`src/rtl/aux_pin_defs.svh`:
```
// Constants for the auxiliary pin function selector
`ifndef AUX_PIN_DEFS_SVH
`define AUX_PIN_DEFS_SVH

// Pin count and function codes held in the configuration word
`define AUX_NUM_PINS       11
`define AUX_FN_PULLED_UP   4'h0
`define AUX_FN_RS485_DE    4'h1
`define AUX_FN_POWER_N     4'h2
`define AUX_FN_TX_LED_N    4'h3
`define AUX_FN_RX_LED_N    4'h4
`define AUX_FN_ANY_LED_N   4'h5
`define AUX_FN_SUSPEND_N   4'h6
`define AUX_FN_CLKOUT_30   4'h7
`define AUX_FN_CLKOUT_15   4'h8
`define AUX_FN_CLKOUT_7P5  4'h9
`define AUX_FN_DRIVE1      4'hA
`define AUX_FN_DRIVE0      4'hB
`define AUX_FN_GPIO        4'hC

// Pins that stay usable as GPIO while the UART runs (5, 6, 8, 9)
`define AUX_UART_GPIO_MASK 11'h360

// Timing: system clock, clock output rates, LED minimum pulse
`define AUX_SYS_CLK_HZ     25000000
`define AUX_CLKOUT_30_HZ   30000000
`define AUX_CLKOUT_15_HZ   15000000
`define AUX_CLKOUT_7P5_HZ  7500000
// Half periods in clk cycles; keeps the 4:2:1 ratio of the three rates
`define AUX_CLK_HALF_30    8'h01
`define AUX_CLK_HALF_15    8'h02
`define AUX_CLK_HALF_7P5   8'h04
`define AUX_LED_MIN_MS     50
`define AUX_LED_MIN_CYCLES ((`AUX_SYS_CLK_HZ / 1000) * `AUX_LED_MIN_MS)

`endif

```
`src/rtl/aux_pin_pkg.sv`:
```
// Types shared by the auxiliary pin function selector
package aux_pin_pkg;
	`include "aux_pin_defs.svh"

	// Function selected for one auxiliary pin
	typedef enum logic [3:0] {
		FN_PULLED_UP     = `AUX_FN_PULLED_UP,
		FN_RS485_DE      = `AUX_FN_RS485_DE,
		FN_POWER_N       = `AUX_FN_POWER_N,
		FN_TX_LED_N      = `AUX_FN_TX_LED_N,
		FN_RX_LED_N      = `AUX_FN_RX_LED_N,
		FN_ANY_LED_N     = `AUX_FN_ANY_LED_N,
		FN_SUSPEND_N     = `AUX_FN_SUSPEND_N,
		FN_CLKOUT_30MHZ  = `AUX_FN_CLKOUT_30,
		FN_CLKOUT_15MHZ  = `AUX_FN_CLKOUT_15,
		FN_CLKOUT_7P5MHZ = `AUX_FN_CLKOUT_7P5,
		FN_DRIVE1        = `AUX_FN_DRIVE1,
		FN_DRIVE0        = `AUX_FN_DRIVE0,
		FN_GPIO          = `AUX_FN_GPIO
	} pin_func_t;
endpackage

```
`src/rtl/activity_if.sv`:
```
// Activity events and stretched LED levels between selector and stretcher
`timescale 1ns/1ps
interface activity_if;
	logic tx_evt;
	logic rx_evt;
	logic tx_led_n;
	logic rx_led_n;
	logic any_led_n;

	modport src (output tx_evt, output rx_evt, input tx_led_n, input rx_led_n, input any_led_n);
	modport stretch (input tx_evt, input rx_evt, output tx_led_n, output rx_led_n,
		output any_led_n);
endinterface

```
`src/rtl/activity_stretch.sv`:
```
// Stretches data activity pulses into visible active-low LED blinks
`timescale 1ns/1ps
`include "aux_pin_defs.svh"
module activity_stretch #(
	parameter int MIN_CYCLES = `AUX_LED_MIN_CYCLES
) (
	input  wire logic     clk,
	input  wire logic     reset,
	activity_if.stretch   act
);
	import aux_pin_pkg::*;

	localparam int CW = $clog2(MIN_CYCLES + 1);
	localparam logic [CW-1:0] LOAD = CW'(MIN_CYCLES);

	typedef struct packed {
		logic [CW-1:0] tx_cnt;
		logic [CW-1:0] rx_cnt;
		logic [CW-1:0] any_cnt;
		logic          tx_led_n;
		logic          rx_led_n;
		logic          any_led_n;
	} stretch_st_t;

	stretch_st_t st_q;
	stretch_st_t st_d;

	// Retrigger on event, else count down to zero
	function automatic logic [CW-1:0] next_cnt(input logic evt, input logic [CW-1:0] cnt);
		if (evt) begin
			return LOAD;
		end
		if (cnt != '0) begin
			return cnt - CW'(1);
		end
		return cnt;
	endfunction

	// LED is lit while its counter runs
	always_comb begin
		st_d           = st_q;
		st_d.tx_cnt    = next_cnt(act.tx_evt, st_q.tx_cnt);
		st_d.rx_cnt    = next_cnt(act.rx_evt, st_q.rx_cnt);
		st_d.any_cnt   = next_cnt(act.tx_evt | act.rx_evt, st_q.any_cnt);
		st_d.tx_led_n  = (st_d.tx_cnt == '0);
		st_d.rx_led_n  = (st_d.rx_cnt == '0);
		st_d.any_led_n = (st_d.any_cnt == '0);
	end

	// State register
	always_ff @(posedge clk or posedge reset) begin
		if (reset) begin
			st_q <= '{tx_cnt: '0, rx_cnt: '0, any_cnt: '0,
				tx_led_n: 1'b1, rx_led_n: 1'b1, any_led_n: 1'b1};
		end else begin
			st_q <= st_d;
		end
	end

	assign act.tx_led_n  = st_q.tx_led_n;
	assign act.rx_led_n  = st_q.rx_led_n;
	assign act.any_led_n = st_q.any_led_n;
endmodule

```
`src/rtl/aux_pin_function_select.sv`:
```
// Function selector for the eleven auxiliary control pins
`timescale 1ns/1ps
`include "aux_pin_defs.svh"
module aux_pin_function_select #(
	parameter int         NUM_PINS       = `AUX_NUM_PINS,
	parameter int         LED_MIN_CYCLES = `AUX_LED_MIN_CYCLES,
	parameter int         DIV_W          = 8,
	parameter logic [7:0] HALF_CLKOUT_30  = `AUX_CLK_HALF_30,
	parameter logic [7:0] HALF_CLKOUT_15  = `AUX_CLK_HALF_15,
	parameter logic [7:0] HALF_CLKOUT_7P5 = `AUX_CLK_HALF_7P5
) (
	input  wire logic                                clk,
	input  wire logic                                reset,
	input  wire logic                                cfg_load,
	input  aux_pin_pkg::pin_func_t [NUM_PINS-1:0]    cfg_func,
	input  wire logic                                uart_active,
	input  wire logic                                uart_tx_busy,
	input  wire logic                                tx_data_pulse,
	input  wire logic                                rx_data_pulse,
	input  wire logic                                usb_suspend,
	input  wire logic [NUM_PINS-1:0]                 gpio_dir_out,
	input  wire logic [NUM_PINS-1:0]                 gpio_out_level,
	output logic [NUM_PINS-1:0]                      gpio_in_level,
	output logic                                     cfg_loaded,
	input  wire logic [NUM_PINS-1:0]                 aux_control_pins_in,
	output logic [NUM_PINS-1:0]                      aux_control_pins_out,
	output logic [NUM_PINS-1:0]                      aux_control_pins_oe_n,
	output logic [NUM_PINS-1:0]                      aux_control_pins_pull_up
);
	import aux_pin_pkg::*;

	localparam logic [NUM_PINS-1:0] UART_GPIO = NUM_PINS'(`AUX_UART_GPIO_MASK);

	typedef struct packed {
		pin_func_t [NUM_PINS-1:0] func;
		logic                     loaded;
		logic [DIV_W-1:0]         div30;
		logic [DIV_W-1:0]         div15;
		logic [DIV_W-1:0]         div7p5;
		logic                     clkout_30mhz;
		logic                     clkout_15mhz;
		logic                     clkout_7p5mhz;
		logic [NUM_PINS-1:0]      pin_out;
		logic [NUM_PINS-1:0]      pin_oe_n;
		logic [NUM_PINS-1:0]      pin_pu;
		logic [NUM_PINS-1:0]      gpio_in;
	} sel_st_t;

	sel_st_t     st_q;
	sel_st_t     st_d;
	activity_if  act ();

	logic        rs485_drive_enable;
	logic        power_gate_n;
	logic        suspend_ind_n;

	// Divider step: count half period, report wrap
	function automatic logic [DIV_W:0] div_step(input logic [DIV_W-1:0] cnt,
		input logic [7:0] half);
		if (cnt >= DIV_W'(half) - DIV_W'(1)) begin
			return {1'b1, {DIV_W{1'b0}}};
		end
		return {1'b0, cnt + DIV_W'(1)};
	endfunction

	// Events toward the LED stretcher
	assign act.tx_evt = tx_data_pulse;
	assign act.rx_evt = rx_data_pulse;

	activity_stretch #(
		.MIN_CYCLES (LED_MIN_CYCLES)
	) u_stretch (
		.clk   (clk),
		.reset (reset),
		.act   (act)
	);

	// Fixed-function signal levels
	assign rs485_drive_enable = uart_tx_busy;
	assign power_gate_n       = usb_suspend;
	assign suspend_ind_n      = ~usb_suspend;

	// Next state: configuration, dividers and per-pin drive
	always_comb begin
		logic [DIV_W:0] s30;
		logic [DIV_W:0] s15;
		logic [DIV_W:0] s7;
		logic           gpio_ok;
		s30  = div_step(st_q.div30, HALF_CLKOUT_30);
		s15  = div_step(st_q.div15, HALF_CLKOUT_15);
		s7   = div_step(st_q.div7p5, HALF_CLKOUT_7P5);
		gpio_ok = 1'b0;
		st_d = st_q;

		// Capture the pin menu from the EEPROM load
		if (cfg_load) begin
			st_d.func   = cfg_func;
			st_d.loaded = 1'b1;
		end

		// Free-running square waves
		st_d.div30  = s30[DIV_W-1:0];
		st_d.div15  = s15[DIV_W-1:0];
		st_d.div7p5 = s7[DIV_W-1:0];
		st_d.clkout_30mhz  = st_q.clkout_30mhz ^ s30[DIV_W];
		st_d.clkout_15mhz  = st_q.clkout_15mhz ^ s15[DIV_W];
		st_d.clkout_7p5mhz = st_q.clkout_7p5mhz ^ s7[DIV_W];

		// Bit-bang input sampling
		st_d.gpio_in = aux_control_pins_in;

		for (int i = 0; i < NUM_PINS; i++) begin
			st_d.pin_out[i]  = 1'b0;
			st_d.pin_oe_n[i] = 1'b1;
			st_d.pin_pu[i]   = 1'b1;
			gpio_ok = ~uart_active | UART_GPIO[i];
			if (st_q.loaded) begin
				unique case (st_q.func[i])
				FN_PULLED_UP: begin
					st_d.pin_oe_n[i] = 1'b1;
				end
				FN_RS485_DE: begin
					st_d.pin_out[i]  = rs485_drive_enable;
					st_d.pin_oe_n[i] = 1'b0;
				end
				FN_POWER_N: begin
					st_d.pin_out[i]  = power_gate_n;
					st_d.pin_oe_n[i] = 1'b0;
				end
				FN_TX_LED_N: begin
					st_d.pin_out[i]  = act.tx_led_n;
					st_d.pin_oe_n[i] = 1'b0;
				end
				FN_RX_LED_N: begin
					st_d.pin_out[i]  = act.rx_led_n;
					st_d.pin_oe_n[i] = 1'b0;
				end
				FN_ANY_LED_N: begin
					st_d.pin_out[i]  = act.any_led_n;
					st_d.pin_oe_n[i] = 1'b0;
				end
				FN_SUSPEND_N: begin
					st_d.pin_out[i]  = suspend_ind_n;
					st_d.pin_oe_n[i] = 1'b0;
				end
				FN_CLKOUT_30MHZ: begin
					st_d.pin_out[i]  = st_q.clkout_30mhz;
					st_d.pin_oe_n[i] = 1'b0;
				end
				FN_CLKOUT_15MHZ: begin
					st_d.pin_out[i]  = st_q.clkout_15mhz;
					st_d.pin_oe_n[i] = 1'b0;
				end
				FN_CLKOUT_7P5MHZ: begin
					st_d.pin_out[i]  = st_q.clkout_7p5mhz;
					st_d.pin_oe_n[i] = 1'b0;
				end
				FN_DRIVE1: begin
					st_d.pin_out[i]  = 1'b1;
					st_d.pin_oe_n[i] = 1'b0;
					st_d.pin_pu[i]   = 1'b0;
				end
				FN_DRIVE0: begin
					st_d.pin_out[i]  = 1'b0;
					st_d.pin_oe_n[i] = 1'b0;
					st_d.pin_pu[i]   = 1'b0;
				end
				FN_GPIO: begin
					// Blocked pins fall back to pulled-up input
					if (gpio_ok && gpio_dir_out[i]) begin
						st_d.pin_out[i]  = gpio_out_level[i];
						st_d.pin_oe_n[i] = 1'b0;
						st_d.pin_pu[i]   = 1'b0;
					end
				end
				default: begin
					st_d.pin_oe_n[i] = 1'b1;
				end
				endcase
			end
			// Drivers never pull up against themselves
			if (!st_d.pin_oe_n[i]) begin
				st_d.pin_pu[i] = 1'b0;
			end
		end
	end

	// State register; every output comes from here
	always_ff @(posedge clk or posedge reset) begin
		if (reset) begin
			st_q <= '{func: '{default: FN_PULLED_UP}, loaded: 1'b0,
				div30: '0, div15: '0, div7p5: '0,
				clkout_30mhz: 1'b0, clkout_15mhz: 1'b0, clkout_7p5mhz: 1'b0,
				pin_out: '0, pin_oe_n: '1, pin_pu: '1, gpio_in: '0};
		end else begin
			st_q <= st_d;
		end
	end

	assign aux_control_pins_out     = st_q.pin_out;
	assign aux_control_pins_oe_n    = st_q.pin_oe_n;
	assign aux_control_pins_pull_up = st_q.pin_pu;
	assign gpio_in_level            = st_q.gpio_in;
	assign cfg_loaded               = st_q.loaded;
endmodule

```
`config.mk`:
```
export PLATFORM = sky130hd
export DESIGN_NAME = aux_pin_function_select
export DESIGN_NICKNAME = d
export VERILOG_FILES = /design/src/rtl/aux_pin_pkg.sv /design/src/rtl/activity_if.sv /design/src/rtl/activity_stretch.sv /design/src/rtl/aux_pin_function_select.sv
export VERILOG_INCLUDE_DIRS = /design/src /design/src/rtl
export SDC_FILE = /design/constraint.sdc
export NUM_CORES = 1
export LEC_CHECK = 0
export ABC_AREA = 1
export BUFFER_PORTS_ARGS = -buffer_cell sky130_fd_sc_hd__buf_2
export CORE_MARGIN = 4
export CORE_UTILIZATION = 50
export CTS_BUF_LIST = sky130_fd_sc_hd__clkbuf_2 sky130_fd_sc_hd__clkbuf_4 sky130_fd_sc_hd__clkbuf_8
export DETAILED_ROUTE_END_ITERATION = 10
export PLACE_DENSITY = 0.72
export REMOVE_ABC_BUFFERS = 1
export SLEW_MARGIN = 20
export SYNTH_ARGS = -nofsm -noshare
export SYNTH_HDL_FRONTEND = slang
export SYNTH_SLANG_ARGS = --single-unit
export TNS_END_PERCENT = 100
```
`constraint.sdc`:
```
create_clock -name clk -period 6.9 [get_ports clk]
set_input_delay 0.69 -clock clk [delete_from_list [all_inputs] [get_ports clk]]
set_output_delay 0.69 -clock clk [all_outputs]
set_load 0.005 [all_outputs]
```
==> run metrics <==
gpl congestion between 0.9 and 1; synth cell count leaders nand2_1, nor2_1, inv_1; die height 145.9 microns; total chip power 2.366 mW; top-count cell post-synth nand2_1; Reg2Reg Capture Point u_stretch.act.tx_led_n; clock root cell clkbuf_8; vias between 8000 and 9000; First-pass DRT Iterations 5; max_cap viols 0; critical-path cell list inv_1 > ha_1 > nand2_1 > nor2_4 > nand3_2 > a21oi_1 > nor2_1 > nor2_1 > nand3b_1 > nor2_1; Clock transition at path regs approximately 0.090 ns; die width 145.9 microns; worst reg-to-reg setup slack between 4 and 5 ns; Final min period 2.282 ns; clock sink total 174; final setup violation count 0; R2R cell count 10; Clock Latency Late Sink about 0.47 ns; hpwl dp 15790 microns; Min Hold Slack about 0.32 ns; Ys Warns 0; Area after DPL 10030 sq um; Total Routing Usage GR 21.14%; first-pass GRT wire length around 37000 microns; Finished Cell Area 10490 sq um; IO buf count about 130; Startpoint Class flop; Initial Utilization between 50% and 60%; antenna violation net count after detailed routing 0; final net count between 1000 and 1500; Final Skew 0.01189 ns; Synth-to-Final Area Change 10.23%; Final Hold Fails 0; Bufs on Longest Clock Path 2; CTS tree done; Cell variety after synth 41; RR Startpoint u_stretch.st_q[45]; Top Ports 130; PwrDens ~230 nW/um^2; CP endpoint kind flop; Critical Path RT approximately 7.3 ns; vias per cell 5.223; DRC viols 0; Max Fanout on Critical Path 21; Mapped Area about 9500 sq um; Avg Synthesized Cell Area approximately 7.6 sq um; VDD IR max 0.0001212 V; total CTS buffers 17; CP Data Arrival Time 2.68 ns; biggest area consumer among synthesized cells dfrtp_1; First DRT Iteration DRCs 597; hold path start aux_control_pins_in[7]; Crit Path Category reg2reg; unrepaired setup endpoints after global routing false; Routed WL between 20000 and 25000 microns; Post-Synthesis Cells approximately 1300; utilization after layout 56.06%; pin count of the biggest net entering global routing 90; hold path cells 1; share of layout cells above drive strength 1 approximately 16%; post-synth top area share 39.20%; Slew Viols, Final 0; CTS H-Tree Depth 4; Hold EP gpio_in_level[7]; CP max stage cell dfrtp_1; Rows 50; diode count 0; Pleak approximately 5.2 nW; Synth Flop Type dfrtp_1; cell mode on critical path nor2_1; Core Region approximately 19000 sq um; asr flop ratio synth 100.0%; slew at the pin closest to its max-slew limit 0.7664 ns; hold buffers post-CTS 0; #FFs+latches synth between 150 and 200; vias in the first global route just under 8000; Synth area leaders dfrtp_1, nand2_1, dfstp_2, nor2_1, inv_1; Setup crit start u_stretch.st_q[45]; number of synthesized flops with an enable pin 0; setup TNS 0 ns; FMAX ~0.44 GHz; global route total overflow 0; Critical Path Max Stage Delay 0.43 ns; post-cts resize count 0; Setup Fix Bufs, Post-CTS 0; die footprint around 21000 sq um; initial antenna violation count 0; register area share after synthesis between 40% and 50%; fin crit share approximately 33%; DR WL/cell 14.08 microns; Slew HR between 40% and 50%; Hold Path Class in2reg; status completed
[power by group]
group | internal [mW] | switching (mW)
Sequential | 1.12 | 0.0789
Combinational | 0.136 | 0.224
Clock | 0.417 | 0.391
[critical path, delay by kind of cell, from the launching register on]
family | cells | cell delay, ns
simple gates | 7 | 1.16
flops | 1 | 0.43
compound gates | 1 | 0.31
fa+ha+maj | 1 | 0.21
buf+inv | 1 | 0.10
[worst max-delay path by stage]
stage | to | slack [ns] | depth (start not counted)
after global placement | u_stretch.st_q[9] | 4.25 | 4
after floorplan | aux_control_pins_out[0] | 1.53 | 1
after global routing | u_stretch.act.tx_led_n | 4.40 | 10
after detailed placement | u_stretch.st_q[8] | 4.22 | 4
after CTS | u_stretch.act.tx_led_n | 4.66 | 10
final | u_stretch.act.tx_led_n | 4.62 | 10
[per-layer routing]
layer	share of wire [%]	track usage [%]	vias up
li1	-	-	4143
met1	44	28.60	3839
met2	48	34.33	251
met3	5.9	3.426	40
met4	2.6	8.167	0
met5	0	0	-
[metrics by stage]
step                      cells  setup slack (ns)
final                      1584             4.618
after global routing       1584             4.403
after detailed placement   1552             4.218
after global placement     1552             4.253
after CTS                  1584             4.657
after floorplan            1184             1.535
[area by class of cell]
cell class / instances / area [sq um]
fill: 1769 / 8219
sequential: 174 / 4385
multi-input combinational: 850 / 4063
timing repair buffer: 134 / 683.2
inverter: 160 / 605.6
tap: 234 / 292.8
clock buffer: 19 / 255.2
clock inverter: 13 / 201.4
[state kept, by name (all words and copies together) (netlist names)]
register and flops:
aux_control_pins_oe_n 11, u_stretch.act.rx_led_n 1, u_stretch.act.tx_led_n 1, u_stretch.st_q 63
gpio_in_level 11, aux_control_pins_pull_up 11, st_q 63, cfg_loaded 1
aux_control_pins_out 11, u_stretch.act.any_led_n 1
[cells in the final DEF (no fill, tap or decap), types with 24 or more instances in the layout]
cell type    n
a21oi_1     26
buf_2      129
dfrtp_1    149
dfstp_2     25
inv_1      157
nand2_1    310
nand3_1     87
nand4_1     24
nor2_1     175
o21ai_0     80
[logic make-up after synthesis]
group | Yosys count | synth area share, %
other | 1 | 0.03942
buffers and inverters | 241 | 11.59
and+or+nand+nor | 652 | 29.66
AOI/OAI and AO/OA | 163 | 10.13
xor gates and xnor gates | 17 | 1.565
adders and majority gates | 7 | 0.9206
DFF | 174 | 46.10
(Power assumes the default switching activity.)
